[config.mk]
export PLATFORM = sky130hd
export DESIGN_NAME = dac_serial_load_chain
export DESIGN_NICKNAME = d
export VERILOG_FILES = /design/src/word_pair_buffer.v /design/src/dac_serial_load_chain.v
export VERILOG_INCLUDE_DIRS = /design/src
export SDC_FILE = /design/constraint.sdc
export NUM_CORES = 1
export LEC_CHECK = 0
export BUFFER_PORTS_ARGS = -buffer_cell sky130_fd_sc_hd__buf_2
export CAP_MARGIN = 20
export CORE_MARGIN = 2
export CORE_UTILIZATION = 40
export CTS_CLUSTER_SIZE = 24
export DETAILED_ROUTE_END_ITERATION = 8
export SYNTH_ARGS = -nofsm -noshare
export SYNTH_HDL_FRONTEND = slang
export SYNTH_SLANG_ARGS = --single-unit
[constraint.sdc]
create_clock -name clock -period 3.49 [get_ports clock]
set_input_delay 0.5235 -clock clock [delete_from_list [all_inputs] [get_ports clock]]
set_output_delay 0.5235 -clock clock [all_outputs]
set_load 0.01 [all_outputs]
[src/dac_serial_regs.vh]
/*
 * Constants for the serial load chain of a 16-bit converter: word layout,
 * bit counting, synchroniser depth and reset values.
 * Assumes it is included by bare name from the design files of this block.
 */
`ifndef DAC_SERIAL_REGS_VH
`define DAC_SERIAL_REGS_VH

`define WORD_BITS 16
`define WORD_MSB 15
`define WORD_RESET 16'h0000
`define COUNT_BITS 5
`define COUNT_RESET 5'h00
`define COUNT_FULL 5'h10
`define PIN_COUNT 5
`define PIN_SCLK 0
`define PIN_DATA 1
`define PIN_FRAME 2
`define PIN_STROBE 3
`define PIN_CHAIN 4
`define PIN_RESET_IDLE 5'h0C
`define SYNC_STAGES 2
`define FILL_BITS 2
`define FILL_EMPTY 2'h0
`define FILL_ONE 2'h1
`define FILL_TWO 2'h2
`define MIN_STROBE_NS 100
`define MAX_SCLK_MHZ 5
`define CLOCK_MHZ 125

`endif

[src/word_pair_buffer.v]
/*
 * Two-entry buffer with valid and ready on both sides, holding converter
 * words between the update logic and the latch consumer.
 * Assumes a single clock and a synchronous active-low reset.
 */
`timescale 1ns/10ps
`include "dac_serial_regs.vh"

module word_pair_buffer (
    input wire clock,
    input wire rstn,
    input wire in_valid,
    output wire in_ready,
    input wire [`WORD_MSB:0] in_data,
    output wire out_valid,
    input wire out_ready,
    output wire [`WORD_MSB:0] out_data
);
    reg [`WORD_MSB:0] slot0;
    reg [`WORD_MSB:0] slot1;
    reg [`FILL_BITS-1:0] fill;
    wire push;
    wire pop;

    assign in_ready = (fill != `FILL_TWO);
    assign out_valid = (fill != `FILL_EMPTY);
    assign out_data = slot0;
    assign push = in_valid & in_ready;
    assign pop = out_valid & out_ready;

    always @(posedge clock) begin
        if (!rstn) begin
            slot0 <= `WORD_RESET;
            slot1 <= `WORD_RESET;
            fill <= `FILL_EMPTY;
        end else begin
            case ({push, pop})
                2'b10: begin
                    if (fill == `FILL_EMPTY) begin
                        slot0 <= in_data;
                    end else begin
                        slot1 <= in_data;
                    end
                    fill <= fill + `FILL_ONE;
                end
                2'b01: begin
                    slot0 <= slot1;
                    fill <= fill - `FILL_ONE;
                end
                2'b11: begin
                    // Fill stays put: the oldest word leaves as the new one enters.
                    if (fill == `FILL_ONE) begin
                        slot0 <= in_data;
                    end else begin
                        slot0 <= slot1;
                        slot1 <= in_data;
                    end
                end
                default: begin
                    fill <= fill;
                end
            endcase
        end
    end
endmodule

[src/dac_serial_load_chain.v]
/*
 * Serial input and update logic of a 16-bit converter: shift register,
 * automatic or strobed transfer to the latch, and daisy-chain output.
 * Assumes all serial pins come from another clock domain and that the
 * serial clock is far slower than the system clock, so every edge is seen.
 * A pin level must stand for more than one system clock period to be sure of being seen,
 * which bounds the serial clock rate that the block can follow.
 */
`timescale 1ns/10ps
`include "dac_serial_regs.vh"

module dac_serial_load_chain (
    input wire clock,
    input wire rstn,
    input wire serial_clk,
    input wire serial_data,
    input wire frame_sync_n,
    input wire load_strobe_n,
    input wire chain_enable,
    input wire latch_ready,
    output wire latch_valid,
    output wire [`WORD_MSB:0] latch_word,
    output reg [`WORD_MSB:0] dac_latch,
    output reg dac_updated,
    output reg update_pending,
    output reg word_complete,
    output reg serial_chain_out
);
    localparam IDLE = 2'b00;
    localparam SHIFT = 2'b01;
    localparam LOADED = 2'b10;
    localparam [`PIN_COUNT-1:0] PINS_IDLE = `PIN_RESET_IDLE;

    wire [`PIN_COUNT-1:0] pins_raw;
    wire [`PIN_COUNT-1:0] pins;
    reg [`PIN_COUNT-1:0] pins_last;
    reg [1:0] state;
    reg [1:0] next_state;
    reg [`WORD_MSB:0] shift_word;
    reg [`COUNT_BITS-1:0] bit_count;
    reg [`WORD_MSB:0] held_word;
    wire sclk_fall;
    wire frame_active;
    wire strobe_fall;
    wire auto_mode;
    wire chain_on;
    wire sixteenth_edge;
    wire update_request;
    wire buf_in_ready;
    wire buf_push;
    wire pop;

    assign pins_raw = {chain_enable, load_strobe_n, frame_sync_n, serial_data, serial_clk};

    // Each pin gets its own two-stage synchroniser; the first stage feeds only the second.
    // Both stages reset to the pin's idle level, so no false edge follows reset.
    genvar i;
    generate
        for (i = 0; i < `PIN_COUNT; i = i + 1) begin : pin_sync
            reg meta;
            reg stable;
            always @(posedge clock) begin
                if (!rstn) begin
                    meta <= PINS_IDLE[i];
                    stable <= PINS_IDLE[i];
                end else begin
                    meta <= pins_raw[i];
                    stable <= meta;
                end
            end
            assign pins[i] = stable;
        end
    endgenerate

    always @(posedge clock) begin
        if (!rstn) begin
            pins_last <= `PIN_RESET_IDLE;
        end else begin
            pins_last <= pins;
        end
    end

    assign frame_active = ~pins[`PIN_FRAME];
    assign sclk_fall = pins_last[`PIN_SCLK] & ~pins[`PIN_SCLK];
    assign strobe_fall = pins_last[`PIN_STROBE] & ~pins[`PIN_STROBE];
    assign auto_mode = ~pins[`PIN_STROBE];
    assign chain_on = pins[`PIN_CHAIN];
    assign sixteenth_edge = frame_active & sclk_fall & (bit_count == `COUNT_FULL - 5'h01);

    // A strobe edge and the sixteenth edge in the same cycle are one update, not two.
    // A strobe that falls inside a frame moves a partly shifted word, so the
    // host must strobe only after frame sync has gone high again.
    assign update_request = strobe_fall | (sixteenth_edge & auto_mode);

    always @* begin
        next_state = state;
        case (state)
            IDLE: begin
                if (frame_active) begin
                    next_state = SHIFT;
                end
            end
            SHIFT: begin
                if (!frame_active) begin
                    next_state = IDLE;
                end else if (sixteenth_edge) begin
                    next_state = LOADED;
                end
            end
            LOADED: begin
                if (!frame_active) begin
                    next_state = IDLE;
                end
            end
            default: begin
                next_state = IDLE;
            end
        endcase
    end

    // The frame state only tells a new frame from one already under way.
    always @(posedge clock) begin
        if (!rstn) begin
            state <= IDLE;
        end else begin
            state <= next_state;
        end
    end

    // The counter stops at sixteen, so later edges in a chain keep shifting
    // but can never raise a second automatic update in the same frame.
    always @(posedge clock) begin
        if (!rstn) begin
            bit_count <= `COUNT_RESET;
        end else if (!frame_active) begin
            bit_count <= `COUNT_RESET;
        end else if (sclk_fall && bit_count != `COUNT_FULL) begin
            bit_count <= bit_count + 5'h01;
        end
    end

    // Bits are taken most significant first; the register keeps its contents
    // after the frame ends, so a later strobe still finds the whole word.
    always @(posedge clock) begin
        if (!rstn) begin
            shift_word <= `WORD_RESET;
        end else if (frame_active && sclk_fall) begin
            shift_word <= {shift_word[`WORD_MSB-1:0], pins[`PIN_DATA]};
        end
    end

    // The flag stands from the sixteenth edge until the next frame opens.
    always @(posedge clock) begin
        if (!rstn) begin
            word_complete <= 1'b0;
        end else if (sixteenth_edge) begin
            word_complete <= 1'b1;
        end else if (frame_active && state == IDLE) begin
            word_complete <= 1'b0;
        end
    end

    // The bit leaving the top of the register goes on to the next device.
    // With chaining off the pin stays low rather than echoing the register.
    always @(posedge clock) begin
        if (!rstn) begin
            serial_chain_out <= 1'b0;
        end else if (chain_on) begin
            serial_chain_out <= shift_word[`WORD_MSB];
        end else begin
            serial_chain_out <= 1'b0;
        end
    end

    // An update the buffer cannot take yet is held, not dropped; a second
    // update while one is held overwrites the held word with the newer one.
    always @(posedge clock) begin
        if (!rstn) begin
            update_pending <= 1'b0;
            held_word <= `WORD_RESET;
        end else if (update_request) begin
            held_word <= sixteenth_edge ? {shift_word[`WORD_MSB-1:0], pins[`PIN_DATA]}
                                        : shift_word;
            update_pending <= 1'b1;
        end else if (buf_push) begin
            update_pending <= 1'b0;
        end
    end

    assign buf_push = update_pending & buf_in_ready;
    assign pop = latch_valid & latch_ready;

    // Two buffered words let the consumer stall briefly before updates wait.
    word_pair_buffer u_word_buffer (
        .clock(clock),
        .rstn(rstn),
        .in_valid(update_pending),
        .in_ready(buf_in_ready),
        .in_data(held_word),
        .out_valid(latch_valid),
        .out_ready(latch_ready),
        .out_data(latch_word)
    );

    // The update flag marks the cycle in which the new word stands in the latch.
    always @(posedge clock) begin
        if (!rstn) begin
            dac_updated <= 1'b0;
        end else begin
            dac_updated <= pop;
        end
    end

    // Every device on the shared strobe moves its word here in the same way,
    // so the chain updates together a fixed few cycles after the strobe edge while latch_ready stays high.
    always @(posedge clock) begin
        if (!rstn) begin
            dac_latch <= `WORD_RESET;
        end else if (pop) begin
            dac_latch <= latch_word;
        end
    end
endmodule

=== Word-level counts from Yosys, hierarchy flattened ===
Index checks and enable logic that the tools add are counted.

* Bits in registers: 107
* Bits of input ports: 8
* Output and inout port bits: 37
* Logic and storage cells: 86

* Add/subtract/negate cells: 3
* Equal/unequal tests: 15
* Muxes and demuxes: 17
* Bitwise logic cells: 12
* Reduce and logical (&&, ||, !) cells: 16

{| class="wikitable"
|+ Operators with widths
! kind !! number
|-
| two-way mux 16 bit || 5
|-
| one-hot mux 16 bit (3 select lines) || 1
|-
| one-hot mux 16 bit (2 select lines) || 1
|-
| != test 2 bit (second input constant) || 5
|-
| nonzero test 2 bit || 5
|-
| two-way mux 2 bit || 4
|-
| AND 1 bit || 7
|-
| equality test 2 x 1 -> 1 bit (second input constant) || 3
|-
| equality test 2 bit (second input constant) || 3
|-
| one-hot mux 2 bit (3 select lines) || 1
|-
| AND reduction 3 bit || 2
|-
| adder 5 x 1 -> 5 bit (second input constant) || 1
|-
| equality test 5 x 4 -> 1 bit (second input constant) || 1
|-
| != test 5 bit (second input constant) || 1
|-
| logical NOT 2 bit || 2
|-
| two-way mux 1 bit || 4
|-
| NOT 1 bit || 4
|-
| one-hot mux 2 bit (2 select lines) || 1
|-
| AND reduction 2 bit || 2
|-
| logical AND 1 bit || 3
|-
| != test 3 bit (second input constant) || 1
|-
| nonzero test 3 bit || 1
|-
| adder 2 x 1 -> 2 bit (second input constant) || 1
|-
| != test 2 x 1 -> 1 bit (second input constant) || 1
|-
| 3 further kinds || 3
|}

=== Depth between registers and ports, before layout ===
* Word-level depth: 7
* Gate-level depth with buffers: 13
* Gate-level depth less buffers: 8

=== Cells and area by module ===
From an unflattened synthesis, not the netlist that was laid out.

* Cell total of the unflattened synthesis: 521
* Area, all modules: 4844.6 µm²

{| class="wikitable"
|+ Modules (own cells, without submodules)
! module !! times used !! cells an instance !! area each (µm²) !! sequential area each (µm²)
|-
| dac_serial_load_chain || 1 || 313 || 2884.0 || 1421.4
|-
| word_pair_buffer || 1 || 208 || 1960.6 || 680.7
|}

=== Worst setup path before layout ===
OpenSTA, ideal clock, no wires.

* Path kind: reg-to-reg
* From: reg u_word_buffer.fill[0]
* To: reg u_word_buffer.slot0[0], in the netlist u_word_buffer.out_data[0]
* Library setup time: 0.091 ns
* Arrival time: 2.403 ns
* Required time: 3.399 ns
* Slack: 0.996 ns
* Cell stages (with the launch flop): 13
* Path buffers: 5
* Clock period less this slack: 2.494 ns
* Path through: dfxtp_1 -> inv_1 -> ha_1 -> nand2b_1 -> buf_2 -> inv_1 -> buf_2 -> buf_2 -> ha_1 -> clkbuf_1 -> clkbuf_1 -> o211ai_1 -> a311oi_1

* Word-level cells in the longest chain between the ends: 5
* Elaborated cells between the ends (all ways): 14
* Those cells by class: eq/ne: 6; mux: 2; bitwise: 2; reduce/logical: 4

{| class="wikitable"
|+ RTL lines
! what !! RTL line !! RTL
|-
| start: declaration || word_pair_buffer.v:21 || <nowiki>reg [`FILL_BITS-1:0] fill;</nowiki>
|-
| start signal: assignment || word_pair_buffer.v:35 || <nowiki>fill <= `FILL_EMPTY;</nowiki>
|-
| start signal: assignment || word_pair_buffer.v:44 || <nowiki>fill <= fill + `FILL_ONE;</nowiki>
|-
| start signal: assignment || word_pair_buffer.v:48 || <nowiki>fill <= fill - `FILL_ONE;</nowiki>
|-
| nonzero test 2 bit (no line) * || - ||
|-
| AND 1 bit * || - ||
|-
| via pop || dac_serial_load_chain.v:51 || <nowiki>wire pop;</nowiki>
|-
| equality test 2 bit / equality test 2 x 1 -> 1 bit (equally long branches) || word_pair_buffer.v:37 || <nowiki>case ({push, pop})</nowiki>
|-
| != test 2 x 1 -> 1 bit (no line) / nonzero test 3 bit (equally long branches) || - ||
|-
| AND reduction 2 bit (no line) || - ||
|-
| end signal: assignment || word_pair_buffer.v:33 || <nowiki>slot0 <= `WORD_RESET;</nowiki>
|-
| end signal: assignment || word_pair_buffer.v:40 || <nowiki>slot0 <= in_data;</nowiki>
|-
| end signal: assignment || word_pair_buffer.v:47 || <nowiki>slot0 <= slot1;</nowiki>
|-
| end: declaration || word_pair_buffer.v:19 || <nowiki>reg [`WORD_MSB:0] slot0;</nowiki>
|}

The timed path passes the listed nets; every way through them passes the cells marked *.
A chain may end at the register's enable or synchronous reset.

=== Worst setup path after layout ===
* From: reg u_word_buffer.fill[1]
* To: reg u_word_buffer.slot0[0], in the netlist u_word_buffer.out_data[0]

* Word-level cells in the longest chain between the ends: 5
* Elaborated cells between the ends (all ways): 14
* Those cells by class: eq/ne: 6; mux: 2; bitwise: 2; reduce/logical: 4

{| class="wikitable"
|+ RTL lines
! what !! RTL line
|-
| != test 2 bit (no line) / nonzero test 2 bit (equally long branches) || -
|-
| AND 1 bit, on equally long branches || word_pair_buffer.v:28, word_pair_buffer.v:29
|-
| equality test 2 bit / equality test 2 x 1 -> 1 bit (equally long branches) || word_pair_buffer.v:37
|-
| != test 2 x 1 -> 1 bit (no line) / nonzero test 3 bit (equally long branches) || -
|-
| AND reduction 2 bit (no line) || -
|}

Several ways; a longest one is shown, not always the timed one.

==> flow_metrics.env <==
export IMPL_dp_hpwl_mm=6.43
export IMPL_clk_pin_slew_ns=0.07
export IMPL_grt_pass1_wl_mm=16.1
export IMPL_die_area_um2=12100
export IMPL_design_power_total_mw=2.97
export IMPL_path_buf_inv=2
export IMPL_ir_worst_vdd_uv=238
export IMPL_cts_sink_count=105
export IMPL_syn_area_um2=4510
export IMPL_setup_violations=0
export IMPL_yosysSeqAreaShare_pct=46.6
export IMPL_synth_area_leaders="dfxtp_1, a21oi_1, nand2_1, o211ai_1, a221o_1"
export IMPL_min_period_ns=2.63
export IMPL_ctsHtreeMaxLevel=3
export IMPL_num_io_pins=45
export IMPL_cp_top_family="simple AND/OR/NAND/NOR gates"
export IMPL_final_common_cell="dfxtp_1"
export IMPL_slew_headroom_pct=34.6
export IMPL_insertion_delay_ns=0.34
export IMPL_diodes=0
export IMPL_chipWidth_um=110
export IMPL_switching_power_mw=0.890
export IMPL_cp_end_kind="flop"
export IMPL_numCtsBuffers=9
export IMPL_die_h_um=110
export IMPL_syn_inst=498
export IMPL_crit_type="reg -> reg"
export IMPL_cts_setup_buffers=0
export IMPL_core_um2=10900
export IMPL_syn_num_nets=515
export IMPL_drcViolationCount=0
export IMPL_nets=528
export IMPL_netlist_area_leader_share_pct=46.6
export IMPL_cts_root_buf="clkbuf_16"
export IMPL_maxCapViolCount=0
export IMPL_place_inst=636
export IMPL_outcome="completed"
export IMPL_port_buffers=44
export IMPL_cp_max_fo=32
export IMPL_synth_top_area_cell="dfxtp_1"
export IMPL_power_switching_share_pct=29.9
export IMPL_cp_startpoint="u_word_buffer.fill[1]$_SDFFE_PN0P_"
export IMPL_overflow=0
export IMPL_vias_per_cell=5.57
export IMPL_cp_slowest_cell="and2_1"
export IMPL_clock_path_buffers=2
export IMPL_hold_worst_slack_ns=0.358
export IMPL_grt_pass1_vias=3244
export IMPL_antenna_found_initial=0
export IMPL_crit_path_cell_trace="inv_1, ha_1, nand2b_1, inv_1, ha_1, and2_1, o21ai_0, a311oi_1"
export IMPL_fin_util_pct=45.8
export IMPL_ys_ff_latch=105
export IMPL_drtPass1Iterations=4
export IMPL_r2r_end="u_word_buffer.out_data[0]$_SDFFE_PN0P_"
export IMPL_combinationalPowerShare_pct=20.2
export IMPL_ys_async_sr_fraction_pct=0
export IMPL_ys_warnings_count=0
export IMPL_drt_first_iter_violations=336
export IMPL_rsz0062_at_grt="false"
export IMPL_ys_flop_type="dfxtp_1"
export IMPL_reg2reg_from="u_word_buffer.fill[1]$_SDFFE_PN0P_"
export IMPL_finalHoldViolations=0
export IMPL_vias=3654
export IMPL_gp_congestion=0.757
export IMPL_drive_gt1_share_pct=14.1
export IMPL_min_path_type="in -> reg"
export IMPL_cts_resized=0
export IMPL_critPathRequiredTime_ns=3.74
export IMPL_synth_edf_count=0
export IMPL_ant_nets=0
export IMPL_ctsHoldBuffers=0
export IMPL_timing_final_crit_share_pct=75.2
export IMPL_mostFrequentLayoutCells="dfxtp_1, nand2_1, a21oi_1"
export IMPL_cts_tree="yes"
export IMPL_tightest_slew_ns=0.979
export IMPL_fin_setup_tns_ns=0
export IMPL_areaGrowthSynthToFinish_pct=11.2
export IMPL_p_clk_share_pct=33.5
export IMPL_rows=38
export IMPL_syn_avg_cell_area_um2=9.05
export IMPL_crit_path_max_incr_delay_ns=0.78
export IMPL_wirelength_mm=9.75
export IMPL_p_leak_nw=1.81
export IMPL_skew_ns=0.00807
export IMPL_p_seq_share_pct=46.3
export IMPL_internal_power_mw=2.08
export IMPL_start_util_pct=41.2
export IMPL_cp_endpoint="u_word_buffer.out_data[0]$_SDFFE_PN0P_"
export IMPL_crit_cells=8
export IMPL_rrSetupSlack_ns=0.86
export IMPL_grt_util_all_layers_pct=16.5
export IMPL_crit_arrival_ns=2.88
export IMPL_power_density_nw_per_um2=593
export IMPL_finalNonFillerCells=656
export IMPL_grt_max_degree=50
export IMPL_fmax_mhz=381
export IMPL_synth_distinct_cells=43
export IMPL_worst_r2r_path_depth=8
export IMPL_critPathLaunchType="flop"
export IMPL_wire_per_inst_um=14.9
export IMPL_maxSlewViolCount=0
==> power groups by stage <==
stage	sequential, mW	clock [mW]	combinational [mW]
global route	1.39	1.07	0.668
detailed placement	1.40	0	0.594
CTS	1.38	1.02	0.595
floorplan	1.43	0	0.394
finish	1.38	0.995	0.600
global placement	1.40	0	0.585
==> flip-flops by register name (all words and copies together) (netlist names) <==
register and flops:
bit_count 5, chain_on 1, dac_latch 16, dac_updated 1, held_word 16, pin_sync.meta 5
pin_sync.stable 4, pins_last 2, serial_chain_out 1, shift_word 16, state 2, u_word_buffer.fill 2
u_word_buffer.out_data 16, u_word_buffer.slot1 16, update_pending 1, word_complete 1
==> worst register-to-register path, delay by kind of cell, from the launching register on <==
family	cells	cell delay [ns]
and+or+nand+nor	2	0.99
buffers and inverters	2	0.19
DFF	1	0.38
adders and majority gates	2	0.44
AOI/OAI and AO/OA	2	0.54
==> how the worst min path moves through the flow <==
stage | startpoint | cells after the start | endpoint
final | frame_sync_n | 2 | pin_sync[2].meta$_SDFF_PN1_
after global routing | load_strobe_n | 2 | pin_sync[3].meta$_SDFF_PN1_
after CTS | frame_sync_n | 2 | pin_sync[2].meta$_SDFF_PN1_
after detailed placement | pin_sync[3].meta$_SDFF_PN1_ | 1 | pin_sync[3].stable$_SDFF_PN1_
after global placement | pin_sync[2].meta$_SDFF_PN1_ | 1 | pin_sync[2].stable$_SDFF_PN1_
after floorplan | pin_sync[2].meta$_SDFF_PN1_ | 1 | pin_sync[2].stable$_SDFF_PN1_
==> kinds of logic (layout without fill, tap and decap cells) <==
kind of cell / after synthesis / after routing / share of synthesized area [%]
compound gates: 177 / 177 / 27.5
xor+xnor: 2 / 2 / 0.389
fa+ha+maj: 9 / 9 / 2.50
buf+inv: 62 / 80 / 6.52
flops: 105 / 105 / 46.6
simple gates: 143 / 143 / 16.4
==> per-stage QoR <==
stage / setup slack (ns) / instance area, um^2
3_3_place_gp: 1.02 / 4690
2_1_floorplan: 0.996 / 4510
3_5_place_dp: 0.870 / 4690
4_1_cts: 0.874 / 4980
6_report: 0.864 / 5010
5_1_grt: 0.597 / 5010
==> routing by layer <==
layer / vias up / track usage (%) / share of wire [%]
li1: 1867 / - / -
met1: 1702 / 22.1 / 50
met2: 80 / 26.6 / 45
met3: 5 / 2.65 / 3.6
met4: 0 / 6.43 / 0.85
met5: - / 0 / 0
==> synthesized netlist by cell type (2+ instances only) <==
master     count
buf_2         17
nand4bb_1      2
o211ai_1      32
clkbuf_1      26
o21ai_0       19
nor2_1         5
o21ai_1        2
a211oi_1       2
xor2_1         2
a221o_1       16
ha_1           9
o31ai_1       17
buf_6          3
clkbuf_2       2
nor3_1        16
a21oi_1       55
and3_1        18
a311oi_1      16
inv_1         10
dfxtp_1      105
nor2b_1        5
a32o_1        16
nand3_1        3
and2_1         8
nand2_1       66
nand2b_1       9
==> final cells by class <==
type                       instances  area (um^2)
fill                            1093         5920
multi-input combinational        331         2110
timing repair buffer              53          292
tap                              140          175
sequential                       105         2100
clock buffer                      12          236
clock inverter                     4         53.8
inverter                          11         41.3
Power figures use the tool's default switching activity.
